==> src/event_detector_defines.vh <==
// Constants for the emulator event detector: register map, fields, resets.
// Assumes inclusion by bare name from every design file that needs them.
`ifndef EVENT_DETECTOR_DEFINES_VH
`define EVENT_DETECTOR_DEFINES_VH

// ----------------------------------------
// Register byte offsets
// ----------------------------------------
`define OFS_MODE        12'h000
`define OFS_OUTUSE      12'h004
`define OFS_MULTICFG    12'h008
`define OFS_CONDIDX     12'h00c
`define OFS_CONDADDR    12'h010
`define OFS_CONDPROBE   12'h014
`define OFS_STATUS      12'h018

// ----------------------------------------
// Selection bits of event_mode_select
// ----------------------------------------
`define SEL_W           6
`define SEL_DATA3       2
`define SEL_DATA4       3
`define SEL_PMULTI      4
`define SEL_PSINGLE     5
`define MODE_RESET      6'h10
`define SEL_ZERO        6'h00

// ----------------------------------------
// Condition storage
// ----------------------------------------
`define ENTRIES         8
`define IDX_W           3
`define SINGLE_IDX      3'h7
`define ENTRY_W         48
`define ADDR_W          16
`define PROBE_W         8
`define FLD_ADDR_LO     0
`define FLD_AMASK_LO    16
`define FLD_PROBE_LO    32
`define FLD_PMASK_LO    40
`define COMMIT_BIT      8
`define STAGE_ADDR_RST  32'hffff_0000
`define STAGE_PROBE_RST 16'hff00

// ----------------------------------------
// Multi register configuration
// ----------------------------------------
`define CFG_PAR_BIT     0
`define CFG_CNT_LO      1
`define CNT_W           3
`define SEQ_MAX         3'h4
`define PAR_MAX         3'h7
`define CNT_RESET       3'h1
`define STEP_ZERO       3'h0
`define STEP_ONE        3'h1

// ----------------------------------------
// Status fields
// ----------------------------------------
`define ST_SRC_LO       0
`define ST_STEP_LO      8
`define ST_REFUSED_BIT  12
`define ST_TRACE_BIT    13
`define ST_PEND_BIT     14

`endif
==> src/cond_match.v <==
// One masked comparison of an entry against the executed address and probe.
// Assumes entry layout from the defines header; mask bit 1 is don't-care.
`include "event_detector_defines.vh"

module cond_match (
    // Entry under test
    input  wire [`ENTRY_W-1:0]  entry,
    // Observed values
    input  wire [`ADDR_W-1:0]   execAddr,
    input  wire [`PROBE_W-1:0]  probeData,
    // Result
    output wire                 hit
);

    function masked_eq;
        input [`ADDR_W-1:0] want;
        input [`ADDR_W-1:0] mask;
        input [`ADDR_W-1:0] seen;
        begin
            masked_eq = &(~(want ^ seen) | mask);
        end
    endfunction

    assign hit = masked_eq(entry[`FLD_ADDR_LO +: `ADDR_W],
                           entry[`FLD_AMASK_LO +: `ADDR_W], execAddr) &&
                 masked_eq({8'h00, entry[`FLD_PROBE_LO +: `PROBE_W]},
                           {8'hff, entry[`FLD_PMASK_LO +: `PROBE_W]},
                           {8'h00, probeData});

endmodule

==> src/cond_store.v <==
// Condition entry storage: seven multi entries plus one single entry.
// Assumes one writer port driven from the register slave.
`include "event_detector_defines.vh"

module cond_store (
    // Clock and reset
    input  wire                              clk,
    input  wire                              rst,
    // Write port
    input  wire                              wrEn,
    input  wire [`IDX_W-1:0]                 wrIdx,
    input  wire [`ENTRY_W-1:0]               wrData,
    // All entries, registered
    output wire [`ENTRIES*`ENTRY_W-1:0]      entries
);

    reg [`ENTRY_W-1:0] mem [0:`ENTRIES-1];
    integer i;

    genvar g;
    generate
        for (g = 0; g < `ENTRIES; g = g + 1)
        begin : flat
            assign entries[g*`ENTRY_W +: `ENTRY_W] = mem[g];
        end
    endgenerate

    // Reset leaves every entry fully masked, so it matches any instruction until written
    always @(posedge clk or posedge rst)
    begin
        if (rst)
        begin
            for (i = 0; i < `ENTRIES; i = i + 1)
                mem[i] <= {`ENTRY_W{1'b1}};
        end
        else if (wrEn)
        begin
            mem[wrIdx] <= wrData;
        end
    end

endmodule

==> src/emulator_event_detector.v <==
// Event and break detector of the emulator, with its APB register slave.
// Assumes the core reports each completed or skipped instruction for one cycle
// on execValid, and data comparators report hits in that same cycle.
//
// Contract
// Mode selection holds up to six registers: four data, two program.
// Selection off raises no event and leaves execution undisturbed; a break already pending still fires on the next non-deferred instruction.
// After reset only the multi program register is selected.
// Only selected registers fire; unselected ones keep their contents.
// Data registers three and four refused while assigned to output use.
// Program condition matches executed address and probe value, triggers break.
// Hit on flag set, clear or bank select breaks after next instruction.
// Chained such instructions defer break until another type completes.
// Condition on a skipped instruction still fires.
// Multi register holds four sequential or seven parallel conditions.
// Sequential mode signals only after conditions met in order.
// Parallel mode signals on any one stored condition.
// Address condition is sixteen bits with per-bit don't-care mask.
// Probe condition is eight bits with per-bit mask.
// Single program register holds exactly one condition.
// Multi and single registers give section trace start and end.
// Masked bits compare equal; unmasked bits must match exactly.
//
// Local design decisions: the placing of the registers and the APB register port.
`include "event_detector_defines.vh"

module emulator_event_detector (
    // Clock and reset
    input  wire                clk,
    input  wire                rst,
    // APB slave
    input  wire                psel,
    input  wire                penable,
    input  wire                pwrite,
    input  wire [11:0]         paddr,
    input  wire [31:0]         pwdata,
    output reg  [31:0]         prdata,
    output reg                 pready,
    output reg                 pslverr,
    // Core instruction stream
    input  wire                execValid,
    input  wire [15:0]         execAddr,
    input  wire                execDeferClass,
    input  wire [7:0]          probeData,
    // Data comparator hits
    input  wire [3:0]          dataEventHit,
    // Event outputs
    output reg                 eventOut,
    output reg                 breakOut,
    output reg                 traceActive
);

    // ----------------------------------------
    // Register state
    // ----------------------------------------
    reg  [`SEL_W-1:0]       eventModeSelect;
    reg  [1:0]              outUse;
    reg                     parallelMode;
    reg  [`CNT_W-1:0]       condCount;
    reg  [`IDX_W-1:0]       condIdx;
    reg  [31:0]             stageAddr;
    reg  [15:0]             stageProbe;
    reg  [`SEL_W-1:0]       sourceSticky;
    reg                     refused;
    reg  [`CNT_W-1:0]       seqStep;
    reg                     breakPending;

    wire                    access;
    wire                    wrAcc;
    wire                    commit;
    wire [`ENTRIES*`ENTRY_W-1:0] entries;
    wire [`ENTRIES-1:0]     entryHit;
    wire [`SEL_W-1:0]       blockMask;
    wire [`SEL_W-1:0]       activeSel;
    wire [`CNT_W-1:0]       limit;
    wire [`CNT_W-1:0]       usedCount;
    wire                    seqHit;
    wire                    multiFire;
    wire                    singleHit;
    wire [`SEL_W-1:0]       rawHit;
    wire [`SEL_W-1:0]       hitVec;
    wire                    anyHit;
    wire                    breakNow;
    reg  [`ENTRIES-1:0]     parMask;
    reg                     addrOk;
    reg  [31:0]             next_prdata;
    integer                 k;

    // ----------------------------------------
    // Functions
    // ----------------------------------------
    // Output-use bits land on the selection bits of data three and four
    function [`SEL_W-1:0] outuse_mask;
        input [1:0] outBits;
        begin
            outuse_mask = `SEL_ZERO;
            outuse_mask[`SEL_DATA3] = outBits[0];
            outuse_mask[`SEL_DATA4] = outBits[1];
        end
    endfunction

    function wr_to;
        input        acc;
        input [11:0] addr;
        input [11:0] ofs;
        begin
            wr_to = acc && (addr == ofs);
        end
    endfunction

    // ----------------------------------------
    // Bus decode
    // ----------------------------------------
    // One wait state so read data can come from a flip-flop
    assign access = psel && penable;
    assign wrAcc  = access && pready && pwrite && !pslverr;
    assign commit = wr_to(wrAcc, paddr, `OFS_CONDIDX) && pwdata[`COMMIT_BIT];

    always @*
    begin
        addrOk      = 1'b1;
        next_prdata = 32'h0000_0000;
        case (paddr)
            `OFS_MODE:      next_prdata[`SEL_W-1:0] = eventModeSelect;
            `OFS_OUTUSE:    next_prdata[1:0] = outUse;
            `OFS_MULTICFG:
            begin
                next_prdata[`CFG_PAR_BIT] = parallelMode;
                next_prdata[`CFG_CNT_LO +: `CNT_W] = condCount;
            end
            `OFS_CONDIDX:   next_prdata[`IDX_W-1:0] = condIdx;
            `OFS_CONDADDR:  next_prdata = stageAddr;
            `OFS_CONDPROBE: next_prdata[15:0] = stageProbe;
            `OFS_STATUS:
            begin
                next_prdata[`ST_SRC_LO +: `SEL_W] = sourceSticky;
                next_prdata[`ST_STEP_LO +: `CNT_W] = seqStep;
                next_prdata[`ST_REFUSED_BIT] = refused;
                next_prdata[`ST_TRACE_BIT] = traceActive;
                next_prdata[`ST_PEND_BIT] = breakPending;
            end
            default:        addrOk = 1'b0;
        endcase
    end

    always @(posedge clk or posedge rst)
    begin
        if (rst)
        begin
            pready  <= 1'b0;
            pslverr <= 1'b0;
            prdata  <= 32'h0000_0000;
        end
        else
        begin
            pready  <= access && !pready;
            pslverr <= access && !pready && !addrOk;
            if (access && !pready)
                prdata <= next_prdata;
        end
    end

    // ----------------------------------------
    // Configuration registers
    // ----------------------------------------
    // Output-use assignment blocks data registers three and four
    assign blockMask = outuse_mask(outUse);

    always @(posedge clk or posedge rst)
    begin
        if (rst)
        begin
            eventModeSelect <= `MODE_RESET;
            outUse          <= 2'b00;
            parallelMode    <= 1'b0;
            condCount       <= `CNT_RESET;
            condIdx         <= `STEP_ZERO;
            stageAddr       <= `STAGE_ADDR_RST;
            stageProbe      <= `STAGE_PROBE_RST;
            refused         <= 1'b0;
        end
        else if (wrAcc)
        begin
            case (paddr)
                `OFS_MODE:
                begin
                    // Zero selects nothing, the off setting
                    eventModeSelect <= pwdata[`SEL_W-1:0] & ~blockMask;
                    refused <= |(pwdata[`SEL_W-1:0] & blockMask);
                end
                `OFS_OUTUSE:
                begin
                    outUse <= pwdata[1:0];
                    eventModeSelect <= eventModeSelect & ~outuse_mask(pwdata[1:0]);
                end
                `OFS_MULTICFG:
                begin
                    parallelMode <= pwdata[`CFG_PAR_BIT];
                    condCount    <= pwdata[`CFG_CNT_LO +: `CNT_W];
                end
                `OFS_CONDIDX:   condIdx <= pwdata[`IDX_W-1:0];
                `OFS_CONDADDR:  stageAddr <= pwdata;
                `OFS_CONDPROBE: stageProbe <= pwdata[15:0];
                default:        condIdx <= condIdx;
            endcase
        end
    end

    // ----------------------------------------
    // Condition storage and comparison
    // ----------------------------------------
    // Entry seven is the single register; zero to six form the multi one
    cond_store u_store (
        .clk     (clk),
        .rst     (rst),
        .wrEn    (commit),
        .wrIdx   (pwdata[`IDX_W-1:0]),
        .wrData  ({stageProbe, stageAddr}),
        .entries (entries)
    );

    genvar g;
    generate
        for (g = 0; g < `ENTRIES; g = g + 1)
        begin : cmp
            cond_match u_match (
                .entry     (entries[g*`ENTRY_W +: `ENTRY_W]),
                .execAddr  (execAddr),
                .probeData (probeData),
                .hit       (entryHit[g])
            );
        end
    endgenerate

    // ----------------------------------------
    // Multi register, sequential or parallel
    // ----------------------------------------
    // Counts beyond the mode limit are clipped rather than rejected
    assign limit     = parallelMode ? `PAR_MAX : `SEQ_MAX;
    assign usedCount = (condCount > limit) ? limit :
                       ((condCount == `STEP_ZERO) ? `STEP_ONE : condCount);
    assign seqHit    = entryHit[seqStep];

    always @*
    begin
        for (k = 0; k < `ENTRIES; k = k + 1)
            parMask[k] = (k < usedCount);
    end

    assign multiFire = execValid && (parallelMode ?
                       |(entryHit & parMask) :
                       (seqHit && (seqStep == usedCount - `STEP_ONE)));
    assign singleHit = execValid && entryHit[`SINGLE_IDX];

    always @(posedge clk or posedge rst)
    begin
        if (rst)
            seqStep <= `STEP_ZERO;
        // A new count restarts the order, so no stale step survives it
        else if (wr_to(wrAcc, paddr, `OFS_MULTICFG))
            seqStep <= `STEP_ZERO;
        else if (parallelMode || !eventModeSelect[`SEL_PMULTI])
            seqStep <= `STEP_ZERO;
        else if (execValid && seqHit)
            seqStep <= multiFire ? `STEP_ZERO : seqStep + `STEP_ONE;
    end

    // ----------------------------------------
    // Event gating and break deferral
    // ----------------------------------------
    // execValid covers skipped instructions too, so they still fire
    assign activeSel = eventModeSelect & ~blockMask;
    assign rawHit    = {singleHit, multiFire,
                        dataEventHit & {4{execValid}}};
    assign hitVec    = rawHit & activeSel;
    assign anyHit    = |hitVec;
    assign breakNow  = execValid && !execDeferClass &&
                       (breakPending || anyHit);

    always @(posedge clk or posedge rst)
    begin
        if (rst)
        begin
            eventOut     <= 1'b0;
            breakOut     <= 1'b0;
            breakPending <= 1'b0;
            traceActive  <= 1'b0;
            sourceSticky <= `SEL_ZERO;
        end
        else
        begin
            eventOut <= anyHit;
            breakOut <= breakNow;
            if (anyHit && execDeferClass)
                breakPending <= 1'b1;
            else if (breakNow)
                breakPending <= 1'b0;
            // Single hit ends the window; a start in the same cycle wins
            if (hitVec[`SEL_PMULTI])
                traceActive <= 1'b1;
            else if (hitVec[`SEL_PSINGLE])
                traceActive <= 1'b0;
            // Write one to clear; a new hit in that cycle stays set
            sourceSticky <= (sourceSticky &
                             ~(wr_to(wrAcc, paddr, `OFS_STATUS) ?
                               pwdata[`SEL_W-1:0] : `SEL_ZERO)) | hitVec;
        end
    end

endmodule

==> config.mk <==
export PLATFORM = sky130hd
export DESIGN_NAME = emulator_event_detector
export DESIGN_NICKNAME = d
export VERILOG_FILES = /design/src/cond_match.v /design/src/cond_store.v /design/src/emulator_event_detector.v
export VERILOG_INCLUDE_DIRS = /design/src /design/src/src
export SDC_FILE = /design/constraint.sdc
export NUM_CORES = 1
export LEC_CHECK = 0
export ABC_AREA = 0
export BUFFER_PORTS_ARGS = -buffer_cell sky130_fd_sc_hd__buf_2
export CORE_AREA = 2 2 242 220
export CTS_BUF_LIST = sky130_fd_sc_hd__clkbuf_2
export CTS_CLUSTER_SIZE = 24
export DETAILED_ROUTE_END_ITERATION = 8
export DIE_AREA = 0 0 244 222
export SETUP_SLACK_MARGIN = 0.15
export SYNTH_ARGS = -nofsm -noshare
export SYNTH_HDL_FRONTEND = slang
export SYNTH_SLANG_ARGS = --single-unit
export TNS_END_PERCENT = 20
==> constraint.sdc <==
create_clock -name clk -period 18.5 [get_ports clk]
set_input_delay 3.7 -clock clk [delete_from_list [all_inputs] [get_ports clk]]
set_output_delay 3.7 -clock clk [all_outputs]
set_load 0.02 [all_outputs]
Word-level counts from Yosys, hierarchy flattened
Cells that the tools add are included.

word-level totals
  register bits = 495
  input port bits = 79
  output and inout port bits = 37
  word-level logic and storage cells = 202

cells by class
  $add $sub $neg = 2
  $lt $le $gt $ge = 11
  equal/unequal tests = 7
  mux-type cells = 30
  bitwise logic cells = 61
  reduce and logical (&&, ||, !) cells = 66

operator list
  operator             number
  $bwmux 384           1
  $not 16->16          16
  $or 16x16->16        16
  $reduce_and 16->1    16
  $demux 48 s3         1
  $xor 16x16->16       8
  $xor 8x8->8          8
  $mux 48              1
  $eq 12x5->1 const B  3
  $and 6x6->6          5
  $logic_and 1x1->1    26
  $eq 12x4->1 const B  2
  $mux 3               6
  $pmux 3 s3           2
  $mux 16              1
  $pmux 2 s7           1
  $reduce_and 2->1     7
  $eq 12x3->1 const B  1
  $logic_not 12->1     1
  $not 4->6            2
  $pmux 6 s2           1
  $reduce_or 6->1      2
  $lt 3x3->1 const A   3
  $and 8x7->8          1
  30 further kinds     46

Longest topological paths before layout
  depth after elaboration = 16
  mapped depth = 15
  mapped depth without buffers = 15

By module
A second synthesis with hierarchy kept.

unflattened totals
  cells, all modules = 1601
  area, all modules = 22482.8 µm²

by module, submodules not included
  module                   instances  cells an instance  area each (µm²)  sequential area each (µm²)
  cond_store               1          817                14794.2          10089.7
  emulator_event_detector  1          464                5206.2           2810.2
  cond_match               8          40                 310.3            0.0

Least setup slack after synthesis
Ideal clock, no wire load.

  kind = in2reg
  start point = in paddr[11]
  end point = reg u_store.mem, in the netlist u_store.entries[193]
  setup time = 0.085 ns
  data arrival time = 5.437 ns
  data required time = 18.415 ns
  path slack = 12.979 ns
  cell stages on the path = 10
  path buffers = 2
  path through = nor3_2 -> nand4_1 -> nor2_1 -> nand2_2 -> nor2_4 -> nand3b_2 -> nor3b_2 -> buf_4 -> buf_6 -> mux2_1

on the way
  longest elaborated chain between the ends = 3

ends and longest elaborated chain
  item                             line                           source
  from (decl)                      emulator_event_detector.v:35   input wire [11:0] paddr,
  $eq 12x4->1                      emulator_event_detector.v:107  wr_to = acc && (addr == ofs);
  $logic_and 1x1->1                emulator_event_detector.v:107
  $logic_and 1x1->1                emulator_event_detector.v:117  assign commit = wr_to(wrAcc, paddr, `OFS_CONDIDX) && pwdata[`COMMIT_BIT];
  to (signal, indexed assignment)  cond_store.v:34                mem[i] <= {`ENTRY_W{1'b1}};
  to (signal, indexed assignment)  cond_store.v:38                mem[wrIdx] <= wrData;
  to (decl)                        cond_store.v:17                reg [`ENTRY_W-1:0] mem [0:`ENTRIES-1];

No other way between the ends.
A chain may end at the register's enable or synchronous reset.

Final worst setup path
  start point = reg traceActive
  end point = out traceActive

RTL lines
  item                    line                           source
  from (decl)             emulator_event_detector.v:50   output reg traceActive
  from (signal assigned)  emulator_event_detector.v:287  traceActive <= 1'b0;
  from (signal assigned)  emulator_event_detector.v:300  traceActive <= 1'b1;
  from (signal assigned)  emulator_event_detector.v:302  traceActive <= 1'b0;

No word-level cell between the ends.

==> impl_metrics.yaml <==
setup_path:
  crit_path_end: "traceActive"
  reg2reg_slack_ns: 15.10
  path_buf_inv: 1
  end_kind: "primary output"
  startpoint_type: "flip-flop"
  crit_path_top_delay_cell: "dfrtp_1"
  path_depth: 1
  startpoint: "traceActive"
  crit_path_cell_trace: "buf_2"
  path_class: "reg -> out"
  crit_required_ns: 14.80
  crit_family: "flip-flops"
  reg2reg_from: "parallelMode"
  arrival_ns: 1.97
  r2r-end: "seqStep[2]"
  reg2reg_depth: 13
  cp_slowest_stage_delay_ns: 0.44
  cp_max_fo: 3
sta:
  rsz0062_at_grt: "no"
  fmax_mhz: 176
  fin_ws_ns: 12.83
  final_max_slew_viol_count: 0
  finalCriticalPeriod_ns: 5.67
  setup_viol_count_final: 0
  final_hold_viol_count: 0
  slew_headroom_pct: 24.5
  worst_pin_slew_ns: 1.13
  finalCritPeriodShare_pct: 30.6
  final.setup.tns_ns: 0
  skew_ns: 0.109
yosys:
  yosysTopAreaCell: "dfstp_2"
  yosysWarnings: 0
  ys_types: 64
  synth_top_area_share_pct: 46.8
  syn_area_um2: 23000
  ys_seq_elements: 495
  avgSynthCellArea_um2: 13.9
  syn-num-nets: 1736
  synthCells: 1652
  synth_area_leaders: "dfstp_2 (47%), mux2_2 (16%), dfrtp_1 (9.2%)"
  synth_edf_count: 0
  yosysSeqAreaShare_pct: 56.0
  async_flop_share_pct: 100
  synth_flop_cell: "dfstp_2"
placed_design:
  routabilityCongestion: 0.842
  dp_worst_setup_slack_ns: 11.94
  post_dp_cell_area_um2: 23800
  place.port_buffers: 115
  dp_hpwl_um: 42300
  dp_cells: 2328
floorplan:
  core_area_um2: 51500
  io_pins: 116
  dieArea_um2: 54200
  die_y_um: 222
  num_rows: 79
  initial_utilization_pct: 44.7
  fp.dieW_um: 244
routing:
  via_per_inst: 5.48
  initialDrtViolationCount: 939
  drc: 0
  ant_nets: 0
  first_pass_iters: 5
  wire_per_inst_um: 25.4
  vias: 14100
  drt-total-wl_um: 65300
layout:
  syn2layout_area_growth_pct: 9.06
  drive_gt1_share_pct: 62.8
  fillers: 4606
  nNetsFinal: 1859
  postLayoutCoreUtil_pct: 48.7
  stdcell_area_um2: 25100
  final_cell_count_no_fill: 2569
clocking:
  postCtsSetupBuffers: 0
  cts_buffer_depth: 3
  clkLatencyLatePin_ns: 1.33
  numCtsBuffers: 133
  h-tree-depth: 4
  path_clk_slew_ns: 0.10
  cts_tree: "built"
  ctsResizeCount: 0
  cts.sinks: 495
  hold_buffers: 0
  cts_root_buf: "clkbuf_2"
grt:
  antenna_found_initial: 4
  grt_usage_pct: 24.6
  grt_pass1_vias: 14700
  grt_start_max_net_pins: 192
  grt_pass1_wl_um: 97500
  gr-total-overflow: 0
min_path:
  min_path_type: "reg -> reg"
power_and_ir_drop:
  p_leak_nw: 10.7
  vdd_drop_max_v: 0.0000496
  p_per_area_nw_per_um2: 80.0
run:
  maxCapViolCount: 0
run_status:
  outcome: "finished, final reports clean"
cells in the final DEF, fill, tap and decap left out, drive strengths merged, types with 3 or more instances in the layout:
master  Yosys  layout
a22o       16      16
a32o        4       4
o22ai      99      99
ha          5       5
o21ai      18      18
nand4      10      10
o31ai       5       5
nor4       25      25
a21oi       8       8
buf       114     125
dfstp     410     410
nand2      47      47
nand3b      5       5
xnor2     194     194
diode       0       8
a221oi      6       6
nor3b       4       4
nor3       11      11
nand3      15      15
clkinv      0      18
clkbuf     23     202
dfrtp      85      85
a22oi       3       3
bufinv      0       4
mux2      447     447
nor2       40      40
inv        12      19
mux2i      14      14
final cells by class:
class	count	area [um^2]	area share [%]
Inverter	12	52.6	0.209
Sequential cell	495	12900	51.4
Antenna cell	8	20.0	0.0797
Timing Repair Buffer	125	663	2.64
Clock buffer	202	1010	4.03
Clock inverter	31	240	0.957
Multi-Input combinational cell	1008	9360	37.3
Tap cell	688	861	3.43
worst min path at each step:
| stage | startpoint | end | slack (ns) | cells past startpoint |
|---|---|---|---|---|
| after floorplan | sourceSticky[3] | sourceSticky[3] | 0.44 | 2 |
| after global placement | sourceSticky[3] | sourceSticky[3] | 0.46 | 2 |
| after detailed placement | sourceSticky[4] | sourceSticky[4] | 0.47 | 1 |
| after CTS | sourceSticky[4] | sourceSticky[4] | 0.49 | 1 |
| after global routing | sourceSticky[2] | sourceSticky[2] | 0.52 | 2 |
| final | sourceSticky[4] | sourceSticky[4] | 0.49 | 1 |
per-layer routing:
metal	vias to the layer above	part of all wire (%)	global-route usage, %
met1	7453	47	34.1
met4	0	1.7	7.93
met3	79	5.0	5.27
met5	-	0	0
met2	352	47	38.5
li1	6194	-	-
metrics by stage:
stage / hold slack [ns] / power, mW
detailed placement: 0.468 / 1.21
global route: 0.516 / 2.11
CTS: 0.492 / 2.04
finish: 0.488 / 2.01
global placement: 0.460 / 1.21
floorplan: 0.445 / 1.17
synthesized netlist by cell type, drive strengths merged, types with 3 or more instances:
library cell  instances
a21oi                 8
a221oi                6
a22o                 16
a22oi                 3
a32o                  4
buf                 114
clkbuf               23
dfrtp                85
dfstp               410
ha                    5
inv                  12
mux2                447
mux2i                14
nand2                47
nand3                15
nand3b                5
nand4                10
nor2                 40
nor3                 11
nor3b                 4
nor4                 25
o21ai                18
o22ai                99
o31ai                 5
xnor2               194
where the power goes:
part | total, mW | internal [mW] | leakage, nW | switching [mW]
Clock | 0.815 | 0.346 | 0.961 | 0.469
Sequential | 1.09 | 1.09 | 5.38 | 0.00200
Combinational | 0.102 | 0.0303 | 4.40 | 0.0713
Total | 2.01 | 1.46 | 10.7 | 0.543
state kept, by name, summed over array words and instances (netlist names):
register,cells
outUse,2
breakOut,1
eventOut,1
pslverr,1
prdata,32
stageAddr,32
breakPending,1
condIdx,3
u_store.entries,384
traceActive,1
refused,1
parallelMode,1
pready,1
seqStep,3
condCount,3
eventModeSelect,6
sourceSticky,6
stageProbe,16
logic make-up (layout without fill, tap and decap cells):
logic type / after synthesis / count (layout) / synth area share (%)
flip-flops: 495 / 495 / 56.0
multiplexers: 463 / 463 / 23.7
XOR/XNOR: 196 / 196 / 7.46
AO/OA/AOI/OAI: 175 / 175 / 5.12
AND/OR/NAND/NOR: 169 / 169 / 3.89
buffers and inverters: 149 / 370 / 3.57
adder cells (fa/ha/maj): 5 / 5 / 0.272
other: 0 / 8 / 0
Note: power is estimated with default switching activity, not from simulation.
